[config.mk]
export PLATFORM = sky130hd
export DESIGN_NAME = adapter_sense_check_monitor
export DESIGN_NICKNAME = d
export VERILOG_FILES = /design/src/sense_check_pkg.sv /design/src/adapter_sense_check_monitor.sv /design/src/sync2.sv
export SDC_FILE = /design/constraint.sdc
export NUM_CORES = 1
export LEC_CHECK = 0
export ABC_AREA = 1
export ABC_CLOCK_PERIOD_IN_PS = 3100
export BUFFER_PORTS_ARGS = -buffer_cell sky130_fd_sc_hd__buf_2
export CORE_ASPECT_RATIO = 1.1
export CORE_MARGIN = 2
export CORE_UTILIZATION = 45
export CTS_BUF_LIST = sky130_fd_sc_hd__clkbuf_8
export DETAILED_ROUTE_END_ITERATION = 6
export PLACE_DENSITY = 0.77
export SETUP_SLACK_MARGIN = 0.05
export SLEW_MARGIN = 20
export SYNTH_ARGS = -nofsm -noshare
export SYNTH_HDL_FRONTEND = slang
export SYNTH_SLANG_ARGS = --single-unit
[constraint.sdc]
create_clock -name clk -period 3.1 [get_ports clk]
set_input_delay 0.155 -clock clk [delete_from_list [all_inputs] [get_ports clk]]
set_output_delay 0.155 -clock clk [all_outputs]
set_load 0.01 [all_outputs]
[src/sense_check_pkg.sv]
// Constants shared by the sense and check logic of the test and monitor adapter
// How it works
// - Status accepted clears unit check
// - Sense completion clears the sense bytes except the test-out bit
// - Undefined good-parity command sets command reject
// - Bad command parity sets bus-out check
// - All four test-out lines set bit
// - Test-in lines reported in test mode
// - Priority malfunction sets check stop
// - Multiple priority responses set check
// - No adapter selected sets bits 2,3
// - Scan and hold pulses must alternate
// - Config register bad parity sets check
// - Two outbound tags set tag check
// - Bad address parity rejected, no attention
// - Bad command parity sets command-out check
// - Bad data parity flagged, still forwarded
// - Bus In parity checked per tag
// - Over temperature sets its bit
// - Adapter answers one of three addresses
// - Manual controls need state 0, test/disable
// - Repeat select restarts after 15 us
// - Command-out stop stops selected adapter
// - Halt resets common logic, keeps config
// - Common faults raise attention except address-out
// - Unit check reported in status bit 6
package sense_check_pkg;
  // ----------------------------------------
  // Bit positions within the sense bytes
  // ----------------------------------------
  localparam int B1_CMD_REJECT = 0;
  localparam int B1_BUS_OUT = 2;
  localparam int B1_TEST_OUT = 5;
  localparam int B1_TEST_IN1 = 6;
  localparam int B1_TEST_IN2 = 7;
  localparam int B2_CHECK_STOP = 0;
  localparam int B2_MULTI_RESP = 1;
  localparam int B2_SINGLE_RESP = 2;
  localparam int B2_XFER = 3;
  localparam int B2_SCAN = 4;
  localparam int B2_CONFIG = 5;
  localparam int B2_TAG = 6;
  localparam int B3_ADDR_OUT = 0;
  localparam int B3_CMD_OUT = 1;
  localparam int B3_SVC_OUT = 2;
  localparam int B3_ADDR_IN = 3;
  localparam int B3_STAT_IN = 4;
  localparam int B3_SVC_IN = 5;
  localparam int B3_OTC = 6;
  // ----------------------------------------
  // Status byte bits (bit 0 of the byte carries parity)
  // ----------------------------------------
  localparam int ST_ATTENTION = 1;
  localparam int ST_CHAN_END = 4;
  localparam int ST_DEV_END = 5;
  localparam int ST_UNIT_CHECK = 6;
  // ----------------------------------------
  // Reset values
  // ----------------------------------------
  localparam logic [7:0] SENSE_RESET = 8'h00;
  // ----------------------------------------
  // Adapter addresses per jumper setting
  // ----------------------------------------
  localparam logic [7:0] ADDR_JUMPER0 = 8'h10; // 16
  localparam logic [7:0] ADDR_JUMPER1 = 8'h60; // 96
  localparam logic [7:0] ADDR_JUMPER2 = 8'hb0; // 176
  // ----------------------------------------
  // Command codes
  // ----------------------------------------
  localparam logic [7:0] CMD_SENSE = 8'h04;
  localparam logic [7:0] CMD_TOL1 = 8'h0b;
  localparam logic [7:0] CMD_TOL2 = 8'h1b;
  localparam logic [7:0] CMD_TOL3 = 8'h23;
  localparam logic [7:0] CMD_TOL4 = 8'h2b;
  localparam logic [7:0] CMD_TOL_RESET = 8'h33;
  localparam logic [7:0] CMD_RTOL1 = 8'hcb;
  localparam logic [7:0] CMD_RTOL2 = 8'hdb;
  localparam logic [7:0] CMD_RTOL3 = 8'he3;
  localparam logic [7:0] CMD_RTOL4 = 8'heb;
  localparam logic [7:0] CMD_TEST_IO = 8'h00;
  // ----------------------------------------
  // Timing
  // ----------------------------------------
  localparam int CLK_PERIOD_NS = 100;
  localparam int REPEAT_GAP_US = 15;
  localparam int REPEAT_GAP_CYC = (REPEAT_GAP_US * 1000 + CLK_PERIOD_NS - 1) / CLK_PERIOD_NS;
  localparam int MANUAL_STATE_ZERO = 0;
endpackage

[src/adapter_sense_check_monitor.sv]
// Sense, check and manual test control logic of the test and monitor adapter
`timescale 1ns/1ps
module adapter_sense_check_monitor
  import sense_check_pkg::*;
#(
  parameter int REPEAT_CYC = REPEAT_GAP_CYC // Repeat-select gap in cycles
) (
  input wire logic clk, // 10 MHz clock
  input wire logic rst, // Async reset, active high
  input wire logic [8:0] bus_out, // Channel bus out, bit 8 parity
  input wire logic select_out, // Channel tag
  input wire logic address_out, // Channel tag
  input wire logic command_out, // Channel tag
  input wire logic service_out, // Channel tag
  input wire logic operational_in, // Operational in from adapters
  input wire logic [8:0] bus_in_adp, // Bus in from adapter, bit 8 parity
  input wire logic address_in, // Address in tag active
  input wire logic status_in, // Status in tag active
  input wire logic service_in, // Service in tag active
  input wire logic status_accepted, // Channel accepted our status byte
  input wire logic [1:0] addr_jumper, // Address selection jumpers
  input wire logic [3:0] test_in_raw, // Test in 1,2 and misc pins
  input wire logic test_mode, // Adapters in test mode
  input wire logic prio_request, // Priority request serviced
  input wire logic [7:0] prio_response, // Priority response lines
  input wire logic adapter_selected, // An adapter was selected
  input wire logic scan_pulse, // Scan pulse (same clock)
  input wire logic hold_pulse, // Transfer-to-hold pulse
  input wire logic [9:0] config_control_register, // State, assignments, parity
  input wire logic over_temperature_condition, // Temperature out of tolerance
  input wire logic test_switch, // Maintenance test switch
  input wire logic if_disable_switch, // Interface disable switch
  input wire logic repeat_select_sw, // Repeat select switch
  input wire logic execute_select_pb, // Manual select start
  input wire logic select_done, // Manual select cycle completed
  input wire logic cmd_out_stop_pb, // Command-out stop control
  output logic [8:0] bus_in, // Bus in to channel, bit 8 parity
  output logic [7:0] status_byte, // Status byte presented
  output logic [3:0] test_out_lines, // Test out lines
  output logic addr_match, // Address accepted
  output logic attention, // Attention status
  output logic manual_enable, // Manual controls honoured
  output logic manual_select_go, // Start of a manual select cycle
  output logic adapter_stop, // Stop selected adapter
  output logic adapter_halt, // Halt selected adapter
  output logic [8:0] sense1, // Sense byte 1 with parity
  output logic [8:0] sense2, // Sense byte 2 with parity
  output logic [8:0] sense3 // Sense byte 3 with parity
);
  // ----------------------------------------
  // Synchronised pin inputs
  // ----------------------------------------
  logic [3:0] test_in; // Test in lines, synced
  sync2 #(.W(4)) u_sync (
    .clk(clk),
    .rst(rst),
    .d(test_in_raw),
    .q(test_in)
  );

  typedef enum logic [1:0] {
    SN_IDLE = 2'b00, // Waiting for sense
    SN_SEND = 2'b01 // Transferring bytes
  } sense_e;

  logic [7:0] s1_reg, s1_next; // Sense byte 1 data
  logic [7:0] s2_reg, s2_next; // Sense byte 2 data
  logic [7:0] s3_reg, s3_next; // Sense byte 3 data
  logic [3:0] tol_reg, tol_next; // Test out lines
  logic uc_reg, uc_next; // Unit check
  logic attn_reg, attn_next; // Attention
  logic end_reg, end_next; // Channel and device end
  logic scan_last_reg, scan_last_next; // Last pulse was scan
  logic seen_reg, seen_next; // Any scan/hold pulse seen
  logic cmd_phase_reg, cmd_phase_next; // Command out up to address in fall
  logic svc_in_seen_reg, svc_in_seen_next; // Service in sent to channel
  logic stop_reg, stop_next; // Adapter stop
  sense_e sn_reg, sn_next; // Sense transfer state
  logic [1:0] idx_reg, idx_next; // Sense byte index
  logic [8:0] bus_in_reg, bus_in_next; // Registered bus in
  logic [15:0] gap_reg, gap_next; // Repeat select counter
  logic rpt_wait_reg, rpt_wait_next; // Waiting in repeat gap
  logic go_reg, go_next; // Manual select pulse

  logic [7:0] my_addr; // Jumper address
  logic addr_ok, cmd_ok, data_ok, bin_ok; // Odd parity results
  logic halt_req; // Halt from channel
  logic tags_multi; // Two outbound tags
  logic cmd_defined; // Known command
  logic cmd_strobe; // Command taken
  logic [7:0] new2, new3; // Common faults raised this cycle
  logic [2:0] tag_count; // Outbound tags active

  // ----------------------------------------
  // Decodes
  // ----------------------------------------
  always_comb begin
    // Jumper address choice
    // Address by jumpers
    case (addr_jumper)
      2'b00: my_addr = ADDR_JUMPER0;
      2'b01: my_addr = ADDR_JUMPER1;
      default: my_addr = ADDR_JUMPER2;
    endcase
    addr_ok = ^bus_out;
    cmd_ok = ^bus_out;
    data_ok = ^bus_out;
    bin_ok = ^bus_in_adp;
    // Select out is held through a whole selection, so it is not counted as a tag
    tag_count = 3'({2'b00, address_out} + {2'b00, command_out} + {2'b00, service_out});
    tags_multi = tag_count > 3'd1;
    halt_req = address_out && operational_in && !select_out;
    cmd_strobe = command_out && cmd_phase_reg == 1'b0;
    case (bus_out[7:0])
      CMD_SENSE, CMD_TOL1, CMD_TOL2, CMD_TOL3, CMD_TOL4, CMD_TOL_RESET,
      CMD_RTOL1, CMD_RTOL2, CMD_RTOL3, CMD_RTOL4, CMD_TEST_IO: cmd_defined = 1'b1;
      default: cmd_defined = 1'b0;
    endcase
  end

  assign addr_match = select_out && address_out && addr_ok && bus_out[7:0] == my_addr;
  assign manual_enable = (config_control_register[1:0] == 2'(MANUAL_STATE_ZERO))
    && (test_switch || if_disable_switch);

  // ----------------------------------------
  // Sense, status and control next state
  // ----------------------------------------
  always_comb begin
    new2 = 8'h00;
    new3 = 8'h00;
    s1_next = s1_reg;
    tol_next = tol_reg;
    uc_next = uc_reg;
    end_next = end_reg;
    scan_last_next = scan_last_reg;
    seen_next = seen_reg;
    cmd_phase_next = cmd_phase_reg;
    svc_in_seen_next = svc_in_seen_reg;
    stop_next = stop_reg;
    sn_next = sn_reg;
    idx_next = idx_reg;
    bus_in_next = bus_in_adp;
    if (prio_request && !$onehot0(prio_response)) new2[B2_MULTI_RESP] = 1'b1;
    if (prio_request && !adapter_selected) begin
      new2[B2_SINGLE_RESP] = 1'b1;
      new2[B2_XFER] = 1'b1;
    end
    if (scan_pulse || hold_pulse) begin
      if (seen_reg && scan_pulse == scan_last_reg) new2[B2_SCAN] = 1'b1;
      seen_next = 1'b1;
      scan_last_next = scan_pulse;
    end
    if (|new2[B2_SCAN:B2_MULTI_RESP]) new2[B2_CHECK_STOP] = 1'b1;
    if (!(^config_control_register)) new2[B2_CONFIG] = 1'b1;
    if (tags_multi) new2[B2_TAG] = 1'b1;
    if (select_out && address_out && !addr_ok) new3[B3_ADDR_OUT] = 1'b1;
    if (command_out) cmd_phase_next = 1'b1;
    else if (!address_in) cmd_phase_next = 1'b0;
    // Released bus after command out is not a command byte unless address in still stands
    if ((command_out || (cmd_phase_reg && address_in)) && !cmd_ok) begin
      new3[B3_CMD_OUT] = 1'b1;
      s1_next[B1_BUS_OUT] = 1'b1;
    end
    // Data out parity, byte still forwarded
    if (service_out && !data_ok) new3[B3_SVC_OUT] = 1'b1;
    if (address_in && !bin_ok) new3[B3_ADDR_IN] = 1'b1;
    if (status_in && !bin_ok) new3[B3_STAT_IN] = 1'b1;
    if (service_in && !bin_ok) new3[B3_SVC_IN] = 1'b1;
    if (over_temperature_condition) new3[B3_OTC] = 1'b1;
    // Command decode during initial selection
    if (cmd_strobe) begin
      end_next = 1'b1;
      if (!cmd_ok) s1_next[B1_BUS_OUT] = 1'b1;
      else if (!cmd_defined) s1_next[B1_CMD_REJECT] = 1'b1;
      else begin
        case (bus_out[7:0])
          CMD_TOL1: tol_next[0] = 1'b1;
          CMD_TOL2: tol_next[1] = 1'b1;
          CMD_TOL3: tol_next[2] = 1'b1;
          CMD_TOL4: tol_next[3] = 1'b1;
          CMD_RTOL1: tol_next[0] = 1'b0;
          CMD_RTOL2: tol_next[1] = 1'b0;
          CMD_RTOL3: tol_next[2] = 1'b0;
          CMD_RTOL4: tol_next[3] = 1'b0;
          CMD_TOL_RESET: tol_next = 4'h0;
          CMD_SENSE: begin
            sn_next = SN_SEND;
            idx_next = 2'd0;
            bus_in_next = sense1;
          end
          default: tol_next = tol_reg;
        endcase
      end
    end
    s1_next[B1_TEST_OUT] = &tol_next;
    if (test_mode) begin
      s1_next[B1_TEST_IN1] = test_in[0];
      s1_next[B1_TEST_IN2] = test_in[1];
    end
    case (sn_reg)
      SN_IDLE: idx_next = idx_next;
      SN_SEND: begin
        // Hold the byte on offer until service out takes it
        bus_in_next = idx_reg == 2'd0 ? sense1 : (idx_reg == 2'd1 ? sense2 : sense3);
        if (service_out) begin
          if (idx_reg == 2'd2) begin
            sn_next = SN_IDLE;
            end_next = 1'b1;
          end else begin
            idx_next = 2'(idx_reg + 2'd1);
            bus_in_next = idx_reg == 2'd0 ? sense2 : sense3;
          end
        end
      end
      default: sn_next = SN_IDLE;
    endcase
    s2_next = s2_reg | new2;
    s3_next = s3_reg | new3;
    if (sn_reg == SN_SEND && service_out && idx_reg == 2'd2) begin
      s1_next = SENSE_RESET;
      s2_next = new2;
      s3_next = new3;
      // Test-out bit follows the lines, which a sense does not reset
      s1_next[B1_TEST_OUT] = &tol_next;
    end
    // Unit check set only as a check bit newly sets
    if ((s1_next[B1_CMD_REJECT] && !s1_reg[B1_CMD_REJECT])
      || (s1_next[B1_BUS_OUT] && !s1_reg[B1_BUS_OUT])) uc_next = 1'b1;
    else if (status_accepted) uc_next = 1'b0;
    if (status_accepted && !cmd_strobe) end_next = 1'b0;
    // Attention from common faults, not address out
    attn_next = attn_reg;
    if (|new2 || |new3[B3_OTC:B3_CMD_OUT]) attn_next = 1'b1;
    else if (status_accepted) attn_next = 1'b0;
    if (service_in) svc_in_seen_next = 1'b1;
    if (cmd_out_stop_pb && manual_enable && svc_in_seen_reg && command_out) begin
      stop_next = 1'b1;
      svc_in_seen_next = 1'b0;
    end else if (!cmd_out_stop_pb) stop_next = 1'b0;
  end

  // ----------------------------------------
  // Repeat select timer
  // ----------------------------------------
  always_comb begin
    gap_next = gap_reg;
    rpt_wait_next = rpt_wait_reg;
    go_next = 1'b0;
    if (manual_enable && execute_select_pb && !rpt_wait_reg) go_next = 1'b1;
    if (manual_enable && repeat_select_sw) begin
      if (select_done) begin
        rpt_wait_next = 1'b1;
        gap_next = 16'(REPEAT_CYC - 1);
      end else if (rpt_wait_reg) begin
        if (gap_reg == 16'h0000) begin
          rpt_wait_next = 1'b0;
          go_next = 1'b1;
        end else gap_next = 16'(gap_reg - 16'h0001);
      end
    end else rpt_wait_next = 1'b0;
  end

  // ----------------------------------------
  // State registers; halt keeps config (an input)
  // ----------------------------------------
  always_ff @(posedge clk or posedge rst) begin
    if (rst) begin
      s1_reg <= SENSE_RESET;
      s2_reg <= SENSE_RESET;
      s3_reg <= SENSE_RESET;
      tol_reg <= 4'h0;
      uc_reg <= 1'b0;
      attn_reg <= 1'b0;
      end_reg <= 1'b0;
      scan_last_reg <= 1'b0;
      seen_reg <= 1'b0;
      cmd_phase_reg <= 1'b0;
      svc_in_seen_reg <= 1'b0;
      stop_reg <= 1'b0;
      sn_reg <= SN_IDLE;
      idx_reg <= 2'd0;
      bus_in_reg <= 9'h000;
      gap_reg <= 16'h0000;
      rpt_wait_reg <= 1'b0;
      go_reg <= 1'b0;
    end else if (halt_req) begin
      s1_reg <= SENSE_RESET;
      s2_reg <= SENSE_RESET;
      s3_reg <= SENSE_RESET;
      tol_reg <= 4'h0;
      uc_reg <= 1'b0;
      attn_reg <= 1'b0;
      end_reg <= 1'b0;
      scan_last_reg <= 1'b0;
      seen_reg <= 1'b0;
      cmd_phase_reg <= 1'b0;
      svc_in_seen_reg <= 1'b0;
      stop_reg <= 1'b0;
      sn_reg <= SN_IDLE;
      idx_reg <= 2'd0;
      bus_in_reg <= bus_in_next;
      gap_reg <= 16'h0000;
      rpt_wait_reg <= 1'b0;
      go_reg <= 1'b0;
    end else begin
      s1_reg <= s1_next;
      s2_reg <= s2_next;
      s3_reg <= s3_next;
      tol_reg <= tol_next;
      uc_reg <= uc_next;
      attn_reg <= attn_next;
      end_reg <= end_next;
      scan_last_reg <= scan_last_next;
      seen_reg <= seen_next;
      cmd_phase_reg <= cmd_phase_next;
      svc_in_seen_reg <= svc_in_seen_next;
      stop_reg <= stop_next;
      sn_reg <= sn_next;
      idx_reg <= idx_next;
      bus_in_reg <= bus_in_next;
      gap_reg <= gap_next;
      rpt_wait_reg <= rpt_wait_next;
      go_reg <= go_next;
    end
  end

  // ----------------------------------------
  // Outputs; parity bit 8 makes each sense byte odd, bit 0 does so for the status byte
  // ----------------------------------------
  assign sense1 = {~^s1_reg, s1_reg};
  assign sense2 = {~^s2_reg, s2_reg};
  assign sense3 = {~^s3_reg, s3_reg};
  assign bus_in = bus_in_reg;
  assign test_out_lines = tol_reg;
  assign attention = attn_reg;
  assign adapter_stop = stop_reg;
  assign adapter_halt = halt_req;
  assign manual_select_go = go_reg;
  assign status_byte = {1'b0, uc_reg, end_reg, end_reg, 2'b00, attn_reg,
    ~^{uc_reg, end_reg, end_reg, attn_reg}};

  // ----------------------------------------
  // Assertions
  // ----------------------------------------
  property p_tag_check;
    @(posedge clk) disable iff (rst) (tags_multi && !halt_req) |=> s2_reg[B2_TAG];
  endproperty
  a_tag_check: assert property (p_tag_check) else $error("tag check not set");
  property p_addr_no_attn;
    @(posedge clk) disable iff (rst)
      (new3 == 8'h01 && new2 == 8'h00 && !attn_reg) |=> !attn_reg;
  endproperty
  a_addr_no_attn: assert property (p_addr_no_attn) else $error("address check raised attention");
  property p_otc;
    @(posedge clk) disable iff (rst) (over_temperature_condition && !halt_req)
      |=> s3_reg[B3_OTC] && attn_reg;
  endproperty
  a_otc: assert property (p_otc) else $error("temperature flag missing");
  property p_tol_all;
    @(posedge clk) disable iff (rst) s1_reg[B1_TEST_OUT] == (&tol_reg);
  endproperty
  a_tol_all: assert property (p_tol_all) else $error("test-out sense bit wrong");
  property p_halt;
    @(posedge clk) disable iff (rst) halt_req |=> s2_reg == 8'h00 || $past(|new2) == 1'b0;
  endproperty
  a_halt: assert property (p_halt) else $error("halt did not clear");
  property p_check_stop;
    @(posedge clk) disable iff (rst) (prio_request && !adapter_selected && !halt_req)
      |=> s2_reg[B2_CHECK_STOP] && s2_reg[B2_XFER];
  endproperty
  a_check_stop: assert property (p_check_stop) else $error("check stop missing");
  property p_parity;
    @(posedge clk) disable iff (rst) ^sense1 && ^sense2 && ^sense3;
  endproperty
  a_parity: assert property (p_parity) else $error("sense parity not odd");
  property p_manual;
    @(posedge clk) disable iff (rst) !manual_enable |=> !stop_reg || $past(stop_reg);
  endproperty
  a_manual: assert property (p_manual) else $error("stop without manual enable");
endmodule // adapter_sense_check_monitor

[src/sync2.sv]
// Two-flop synchroniser for asynchronous levels
`timescale 1ns/1ps
module sync2 #(
  parameter int W = 1 // Width of the level bundle
) (
  input wire logic clk, // System clock
  input wire logic rst, // Async reset, active high
  input wire logic [W-1:0] d, // Asynchronous input
  output logic [W-1:0] q // Synchronised output
);
  logic [W-1:0] meta_reg; // First stage, read by second only
  // ----------------------------------------
  // Two registered stages
  // ----------------------------------------
  always_ff @(posedge clk or posedge rst) begin
    if (rst) begin
      meta_reg <= '0;
      q <= '0;
    end else begin
      meta_reg <= d;
      q <= meta_reg;
    end
  end
endmodule // sync2

==> results.yml, run 1 <==
synthesis:
  synthCells: 647
  syn_area_mm2: 0.00468
  syn_avg_cell_area_um2: 7.23
  synth_edf_count: 0
  ys.flop_type: "dfrtp_1"
  yosysUniqueCellTypes: 48
  synth_async_sr_flop_share_pct: 100
  ys_warn_count: 0
  ys_seq_elements: 66
  synth_seq_area_share_pct: 35.3
clocking:
  clk_path_buf_depth: 2
  clk_pin_slew_ps: 80
  clock_sinks: 66
  cts_hold_buffers: 3
  ctsHtreeMaxLevel: 3
  cts_made_buffers: 9
  post-cts-setup-buffers: 0
  cts-root-buf: "clkbuf_8"
  cts_resized: 0
  clock_latency_ps: 360
  cts_tree: "done"
drt:
  wl_met3_um: 778
  dr.pass1.iters: 4
  wl_met2_um: 5470
  antenna_left: 0
  drt-initial-drc-count: 275
  vias: 4511
  viasPerCell: 5.05
  avgRoutedWirePerCell_um: 13.1
  highest_layer: "met4"
  m1WireLength_um: 5110
  drc_errors: 0
  routed_wl_um: 11700
grt:
  grt_pass1_wl_um: 19200
  grt_max_degree: 34
  grt.overflow.total: 0
  first_global_vias: 4151
  antenna_found_initial: 1
  grt_usage_pct: 21.5
layout:
  layout_commonest_cell: "nand2_1"
  largest_reg_flops: 16
  layout_common_cells: "nand2_1 (152), buf_2 (108), inv_1 (101), dfrtp_1 (66), nor2_1 (61)"
  post_route_cells_drive_above_1_share_pct: 22.2
  syn2layout_area_growth_pct: 19.0
  final_nets: 850
  design_area_mm2: 0.00557
setup_path:
  crit_chain: "buf_2 -> inv_1 -> fa_1 -> fa_1 -> fa_1 -> inv_1 -> ha_1 -> fa_1 -> a21oi_1 -> nand2_1 -> nand2_1 -> nand2_1 -> nor2_1 -> nand3_1 -> nor2_1 -> a21oi_1"
  critPathLaunchType: "primary input"
  critPathCaptureType: "flop"
  crit_required_ps: 3340
  cpMaxStageDelayCell: "fa_1"
  path_delay_family: "adder cells"
  cp_common_cell: "fa_1"
  critical_path_class: "primary input to flop"
  crit_fanout: 2
  cp.buffers_inverters: 3
  worst_path_largest_cell_delay_ps: 550
  cp.arrival_ps: 3040
sta:
  fmax_mhz: 357
  hold_viol: 0
  finalSetupViolations: 0
  tightest_slew_ps: 691
  rsz0062_at_grt: "no"
  hold_ws_ps: 45.3
  slew_viol_final: 0
  slew_headroom_pct: 53.9
  fin_crit_ps: 2800
  period_share_pct: 90.5
  clock-skew-final_ps: 11.5
die:
  fp.dieH_um: 111
  std_cell_rows: 39
  io_pins: 119
  coreArea_mm2: 0.0102
  die_w_um: 101
  initial_utilization_pct: 45.7
  dieArea_mm2: 0.0112
power:
  ir_drop_v: 0.000284
  p_per_area_mw_per_mm2: 523
  power_leakage_nw: 3.12
placement:
  numPortBuffers: 108
  place_congestion: 0.939
  placed_area_mm2: 0.00532
  hpwl_um: 9330
job:
  maxCapViolCount: 0
worst_hold_path:
  hold_class: "primary input to flop"
status:
  outcome: "completed"
## routing by layer
layer	up-vias	track usage, %
li1	2280	-
met1	2059	27.6
met2	148	34.1
met3	24	4.67
met4	0	10.0
met5	-	0
## tightest hold or removal path, delay by kind of cell
family                 cells  cell delay, ps
AOI/OAI and AO/OA          1              50
buffers and inverters      1             110
and+or+nand+nor            1              50
## final cells by class
type | instances | area (um2)
Clock inverter | 4 | 50.0
Inverter | 114 | 430
Multi-Input combinational cell | 457 | 2510
Fill cell | 1021 | 4680
Antenna cell | 1 | 2.50
Clock buffer | 12 | 165
Tap cell | 123 | 154
Timing Repair Buffer | 116 | 608
Sequential cell | 66 | 1650
## per-stage QoR
step	instances	total power, mW	setup slack (ps)	util [%]	setup TNS [ps]
after global placement	873	2.11	-4.39	51.9	-4.39
after detailed placement	873	2.14	-87.7	51.9	-87.7
final	893	2.91	296	54.3	0
after floorplan	655	1.83	121	-	0
after global routing	893	3.11	136	54.3	0
after CTS	892	2.93	290	54.3	0
## cell families after synthesis
logic type / count (synthesis) / share of synthesized area [%]
XOR/XNOR: 22 / 4.28
other: 1 / 0.0801
adder cells (fa/ha/maj): 21 / 6.26
buffers and inverters: 132 / 11.8
AO/OA/AOI/OAI: 99 / 12.7
flip-flops: 66 / 35.3
AND/OR/NAND/NOR: 306 / 29.6
## cell usage after synthesis, types with 2 or more instances
library cell	n	area, um2
nand2_1	152	571
inv_1	101	379
dfrtp_1	66	1650
nor2_1	61	229
nand3_1	42	210
a21oi_1	41	205
o21ai_0	20	100
ha_1	17	213
buf_4	12	90.1
inv_2	12	45.0
xnor2_1	11	96.3
nand4_1	10	62.6
xor2_1	10	87.6
nand2_2	8	50.1
nor3_1	8	40.0
o21ai_1	6	30.0
o22ai_1	6	37.5
nand3b_1	5	37.5
nor2_2	5	31.3
o211ai_1	5	37.5
o211ai_2	5	62.6
fa_1	4	80.1
nand2_4	4	45.0
a31oi_1	3	18.8
o31ai_1	3	22.5
a211oi_1	2	15.0
and2_1	2	12.5
buf_1	2	7.51
clkbuf_1	2	7.51
nor2_8	2	40.0
nor3b_1	2	15.0
o21a_1	2	15.0
## final timing paths
path / start / to / slack [ps] / cells after the start
max in group asynchronous: rst / s3_reg[0] / 1950 / 4
max: prio_response[0] / attention / 300 / 16
min in group asynchronous: rst / s2_reg[3] / 450 / 3
max reg2reg: gap_reg[0] / gap_reg[10] / 1190 / 11
min: test_mode / s1_reg[7] / 50 / 3
min reg2reg: u_sync.meta_reg[0] / u_sync.q[0] / 350 / 0
## power breakdown
| part | leakage (nW) | switching, mW | internal (mW) |
|---|---|---|---|
| clock network | 0.110 | 0.348 | 0.436 |
| logic | 2.21 | 0.615 | 0.399 |
| registers | 0.807 | 0.134 | 0.979 |
(Power assumes the default switching activity.)
==> run 2, diff against run 1 <==
--- a/config.mk
+++ b/config.mk
@@ -5,7 +5,6 @@
 export SDC_FILE = /design/constraint.sdc
 export NUM_CORES = 1
 export LEC_CHECK = 0
-export ABC_AREA = 1
 export ABC_CLOCK_PERIOD_IN_PS = 3100
 export BUFFER_PORTS_ARGS = -buffer_cell sky130_fd_sc_hd__buf_2
 export CORE_ASPECT_RATIO = 1.1
@@ -13,7 +12,7 @@
 export CORE_UTILIZATION = 45
 export CTS_BUF_LIST = sky130_fd_sc_hd__clkbuf_8
 export DETAILED_ROUTE_END_ITERATION = 6
-export PLACE_DENSITY = 0.77
+export PLACE_DENSITY = 0.7
 export SETUP_SLACK_MARGIN = 0.05
 export SLEW_MARGIN = 20
 export SYNTH_ARGS = -nofsm -noshare
==> run 2 against run 1 <==
Net effect:
- the run now ends with negative hold slack left
- critical path type unchanged
- routed wire length decreased by 8.7%
- sequential power barely moved
- maximum frequency shrank 1.8%
- total power shrank 0.87%
- non-clock buffer count down 2
- cell area shrank 7.7%
==> results.yml, run 2 <==
sta:
  slew_viol_final: 0
  slew_headroom_pct: 44.7
  tightest_slew_ps: 829
  fmax_mhz: 350
  fin_ws_ps: 245
  fin_crit_ps: 2860
  rsz0062_at_grt: "no"
  clock-skew-final_ps: 7.11
  period_share_pct: 92.1
  hold_viol: 47
  hold_ws_ps: -55.7
  finalSetupViolations: 0
layout:
  layout_common_cells: "buf_2 (108), dfrtp_1 (66), nor2_1 (50), nand2_1 (42)"
  register_area_mm2: 0.00165
  syn2layout_area_growth_pct: 19.0
  diodes: 0
  largest_reg_flops: 16
  design_area_mm2: 0.00514
  layout_commonest_cell: "buf_2"
  nFillCells: 864
  post_route_cells_drive_above_1_share_pct: 24.8
  final_nets: 653
  multi_input_area_mm2: 0.00239
setup_path:
  critPathLaunchType: "primary input"
  critical_path_class: "primary input to flop"
  r2r_start: "gap_reg[0]"
  critPathCaptureType: "flop"
  r2r_cells: 7
  crit_fanout: 2
  reg2reg_to: "gap_reg[13]"
  rrSetupSlack_ps: 630
  crit_required_ps: 3310
  cp.arrival_ps: 3060
worst_hold_path:
  hold_class: "primary input to asynchronous set/reset pin"
power:
  switching_share_pct: 35.1
  p_per_area_mw_per_mm2: 562
  power_leakage_nw: 2.53
  power.total_mw: 2.89
  p_clk_share_pct: 28.7
  p_comb_share_pct: 34.0
  sequentialPowerShare_pct: 37.3
  p_int_mw: 1.87
  p_switching_mw: 1.01
  ir_drop_v: 0.000282
clocking:
  clock_latency_ps: 350
  cts_tree: "done"
  clk_path_buf_depth: 2
  cts-root-buf: "clkbuf_8"
  post-cts-setup-buffers: 0
  cts_made_buffers: 9
  clock_sinks: 66
  ctsHtreeMaxLevel: 3
  clk_pin_slew_ps: 80
grt:
  grt_max_degree: 49
  antenna_found_initial: 0
  grt.overflow.total: 0
  first_global_vias: 3708
  grt_usage_pct: 21.4
  grt_pass1_wl_um: 18000
die:
  io_pins: 119
  coreArea_mm2: 0.00935
  fp.dieH_um: 107
  std_cell_rows: 37
  initial_utilization_pct: 46.1
  dieArea_mm2: 0.0104
  die_w_um: 97.4
drt:
  dr.pass1.iters: 5
  vias: 3843
  drt-initial-drc-count: 207
  viasPerCell: 5.58
  antenna_left: 0
  avgRoutedWirePerCell_um: 15.6
  drc_errors: 0
  routed_wl_um: 10700
synthesis:
  ys.flop_type: "dfrtp_1"
  synth_adder_area_share_pct: 6.78
  synth_top_area_share_pct: 38.3
  synth_compound_area_share_pct: 19.3
  synthSimpleGateAreaFrac_pct: 16.8
  syn_area_mm2: 0.00432
  syn_avg_cell_area_um2: 9.28
  synthCells: 465
  synth_top_cells_by_area: "dfrtp_1 (38%), ha_1 (4.9%), xnor2_1 (4.7%)"
  yosysUniqueCellTypes: 69
  synth_top_area_cell: "dfrtp_1"
  synth_top_family_by_area: "compound AO/OA/AOI/OAI gates"
  yosysMostFrequentCell: "dfrtp_1"
  synth_xor_area_share_pct: 10.2
  ys_warn_count: 0
  synth_mux_area_share_pct: 1.42
  ys_seq_elements: 66
  synth_seq_area_share_pct: 38.3
  synth_edf_count: 0
  synthTopCellsByCount: "dfrtp_1 (66), nor2_1 (50), nand2_1 (42)"
  synth_async_sr_flop_share_pct: 100
placement:
  place_congestion: 0.929
  hpwl_um: 8090
  place_ws_ps: -144
  numPortBuffers: 108
  placed_area_mm2: 0.00488
status:
  outcome: "finished, violations left"
  violations: "negative hold slack"
job:
  maxCapViolCount: 0
## run 2: cell count changes in the layout (fill, tap and decap cells not counted), sizes merged, moves of 9 or more
cell	before	now
inv	115	33
nand2	164	42
nand3	43	8
nor2	69	51
o21ai	26	14
or3	0	9
xnor2	12	24
## run 2: critical path, stage by stage
cell and delay [ps]:
buf_2 80, inv_1 40, fa_1 550, fa_1 440, fa_1 490, inv_1 40
ha_1 200, fa_1 380, nor2_1 120, a21oi_1 60, o31a_1 260, a21oi_2 130
a41oi_1 110
## run 2: logic make-up after synthesis
group	Yosys count
multiplexers	6
AND/OR/NAND/NOR	149
adder cells (fa/ha/maj)	21
other	1
flip-flops	66
XOR/XNOR	38
buffers and inverters	66
AO/OA/AOI/OAI	118
## run 2: power by group through the flow
| stage | clock, mW | combinational (mW) | sequential (mW) |
|---|---|---|---|
| floorplan | 0 | 0.664 | 1.08 |
| global placement | 0 | 0.954 | 1.09 |
| detailed placement | 0 | 0.971 | 1.09 |
| CTS | 0.843 | 0.979 | 1.08 |
| global route | 0.880 | 1.08 | 1.09 |
| finish | 0.828 | 0.981 | 1.08 |
## run 2: metal layers
metal	routed length (um)	global-route usage (%)	vias up
li1	-	-	1823
met1	4650	29.1	1839
met2	5090	34.7	164
met3	762	3.59	17
met4	208	8.13	0
met5	0	0	-
## run 2: area by class of cell
cell class / instances / area share [%]
Clock buffer: 10 / 2.68
Clock inverter: 6 / 1.75
Inverter: 35 / 2.58
Multi-Input combinational cell: 341 / 46.5
Sequential cell: 66 / 32.1
Tap cell: 117 / 2.85
Timing Repair Buffer: 114 / 11.5
## run 2: stage by stage
| step | utilization [%] | cells | setup TNS, ps |
|---|---|---|---|
| final | 54.9 | 689 | 0 |
| after detailed placement | 52.2 | 671 | -235 |
| after floorplan | - | 473 | 0 |
| after global placement | 52.2 | 671 | -68.3 |
| after global routing | 54.9 | 689 | 0 |
| after CTS | 54.9 | 689 | 0 |
## run 2: repair_timing
action | in CTS | in global routing
hold buffers | 2 | 0
resized for setup | 0 | 1
setup endpoints to repair | 0 | 1
endpoints found under the hold margin | 2 | 0
## run 2: how the worst max path moves through the flow
stage,slack [ps],start,endpoint,cells after the start
after global routing,100,prio_response[0],attention,13
after global placement,-60,prio_response[0],attention,13
after CTS,230,prio_response[0],attention,13
after detailed placement,-140,prio_response[0],attention,13
after floorplan,110,prio_response[0],attention,12
final,240,prio_response[0],attention,13
==> run 3, diff against run 2 <==
--- a/config.mk
+++ b/config.mk
@@ -13,6 +13,7 @@
 export CTS_BUF_LIST = sky130_fd_sc_hd__clkbuf_8
 export DETAILED_ROUTE_END_ITERATION = 6
 export PLACE_DENSITY = 0.7
+export RECOVER_POWER = 50
 export SETUP_SLACK_MARGIN = 0.05
 export SLEW_MARGIN = 20
 export SYNTH_ARGS = -nofsm -noshare
==> run 3 against run 2 <==
Net effect:
- register-to-register slack improved by 20 ps
- maximum frequency increased by 0.10%
- non-clock buffer count unchanged
- hold slack gained 90 ps
- clock power is 0.5% lower
- count of clock-buffer cells in the layout unchanged
- the flow finishes with violations (max-capacitance violations, max-slew violations)
- first-iteration DRC count rose by 21%
- cell area is 0.56% lower
- critical path type unchanged
- die area unchanged
- routed wire length is 0.13% higher
==> results.yml, run 3 (synthesized netlist as in run 2, its figures left out) <==
clocking:
  cts_made_buffers: 9
  clk_pin_slew_ps: 70
  clock_sinks: 66
  clock_latency_ps: 350
  ctsHtreeMaxLevel: 3
  cts-root-buf: "clkbuf_8"
  clk_path_buf_depth: 2
  cts_tree: "done"
setup_path:
  critPathCaptureType: "flop"
  cp.arrival_ps: 3060
  crit_required_ps: 3310
  crit_fanout: 2
  critical_path_class: "primary input to flop"
  critPathLaunchType: "primary input"
layout:
  layout.cells.non_filler: 689
  post_route_cells_drive_above_1_share_pct: 21.5
  layout_commonest_cell: "buf_2"
  design_area_mm2: 0.00511
  utilization_pct: 54.6
  syn2layout_area_growth_pct: 18.4
  register_area_mm2: 0.00165
  layout_common_cells: "buf_2 (91), dfrtp_1 (66), nor2_1 (50), nand2_1 (42)"
  nFillCells: 874
  diodes: 0
  largest_reg_flops: 16
  multi_input_area_mm2: 0.00239
  final_nets: 653
grt:
  use_met2_pct: 34.7
  top_usage_layer: "met2"
  globalRouteMet1Util_pct: 29.1
  first_global_vias: 3708
  grt_pass1_wl_um: 18000
  grt_max_degree: 49
  grt.overflow.total: 0
  grt_use_met3_pct: 3.59
  grt_usage_pct: 21.4
  antenna_found_initial: 0
job:
  maxCapViolCount: 1
sta:
  slew_viol_final: 49
  slew_headroom_pct: -40.1
  fin_crit_ps: 2850
  hold_ws_ps: 34.5
  clock-skew-final_ps: 6.64
  hold_viol: 0
  finalSetupViolations: 0
  fmax_mhz: 351
  period_share_pct: 92.0
  fin_ws_ps: 248
  tightest_slew_ps: 2090
  rsz0062_at_grt: "no"
drt:
  viasPerCell: 5.65
  vias: 3890
  drc_errors: 0
  dr.pass1.iters: 5
  drt-initial-drc-count: 250
  avgRoutedWirePerCell_um: 15.6
  routed_wl_um: 10700
  antenna_left: 0
placement:
  place_ws_ps: -144
  dp_cells: 671
  numPortBuffers: 108
  place_congestion: 0.929
  placed_area_mm2: 0.00488
  hpwl_um: 8090
die:
  die_w_um: 97.4
  dieArea_mm2: 0.0104
  io_pins: 119
  initial_utilization_pct: 46.1
  std_cell_rows: 37
  fp.dieH_um: 107
  coreArea_mm2: 0.00935
status:
  violations: "max-capacitance violations, max-slew violations"
  outcome: "finished, violations left"
power:
  ir_drop_v: 0.000283
  p_per_area_mw_per_mm2: 564
  power_leakage_nw: 2.47
worst_hold_path:
  hold_class: "primary input to flop"
-- run 3: cell types whose count changed in the layout (fill, tap and decap cells not counted) --
cell,change
clkinvlp_2,+1
buf_2,-17
buf_4,-2
clkinv_2,-1
clkbuf_1,+19
-- run 3: cell type report --
type | count | area share, %
timing repair buffer | 114 | 11.0
inverter | 35 | 2.60
multi-input combinational | 341 | 46.8
tap | 117 | 2.87
clock inverter | 6 | 1.76
sequential | 66 | 32.3
clock buffer | 10 | 2.69
-- run 3: worst paths after layout --
check	from	to	slack, ps	depth (start not counted)
max reg2reg	gap_reg[0]	gap_reg[13]	650	7
min	cmd_out_stop_pb	adapter_stop	30	3
min in group asynchronous	rst	gap_reg[15]	350	2
min reg2reg	u_sync.meta_reg[0]	u_sync.q[0]	350	0
max in group asynchronous	rst	test_out_lines[2]	1120	3
max	prio_response[0]	attention	250	13
-- run 3: repair_timing --
item                                    4_1_cts  5_1_grt
endpoints found under the setup margin        0        1
buffers inserted                              0        0
hold buffers                                  2        0
gates resized for setup                       0        1
hold endpoints to repair                      2        0
-- run 3: critical path, stage by stage --
cell and delay [ps]:
buf_2 80, inv_1 40, fa_1 550, fa_1 440
fa_1 490, inv_1 40, ha_1 200, fa_1 380
nor2_1 120, a21oi_1 60, o31a_1 260, a21oi_2 130
a41oi_1 110
-- run 3: metal layers --
layer | up-vias | share of wire [%] | wire, um
met5 | - | 0 | 0
met4 | 0 | 2.3 | 244
met3 | 21 | 7.2 | 777
met2 | 170 | 47 | 5080
met1 | 1870 | 43 | 4630
li1 | 1829 | - | -
-- run 3: per-stage QoR --
stage	setup TNS (ps)	power, mW
2_1_floorplan	0	1.74
3_3_place_gp	-68.3	2.04
3_5_place_dp	-235	2.06
4_1_cts	0	2.90
5_1_grt	0	3.05
6_report	0	2.88
-- run 3: report_power, final --
part / leakage [nW] / internal (mW) / switching [mW] / total [mW]
Clock: 0.112 / 0.476 / 0.349 / 0.824
Sequential: 0.810 / 0.947 / 0.131 / 1.08
Combinational: 1.54 / 0.448 / 0.531 / 0.980
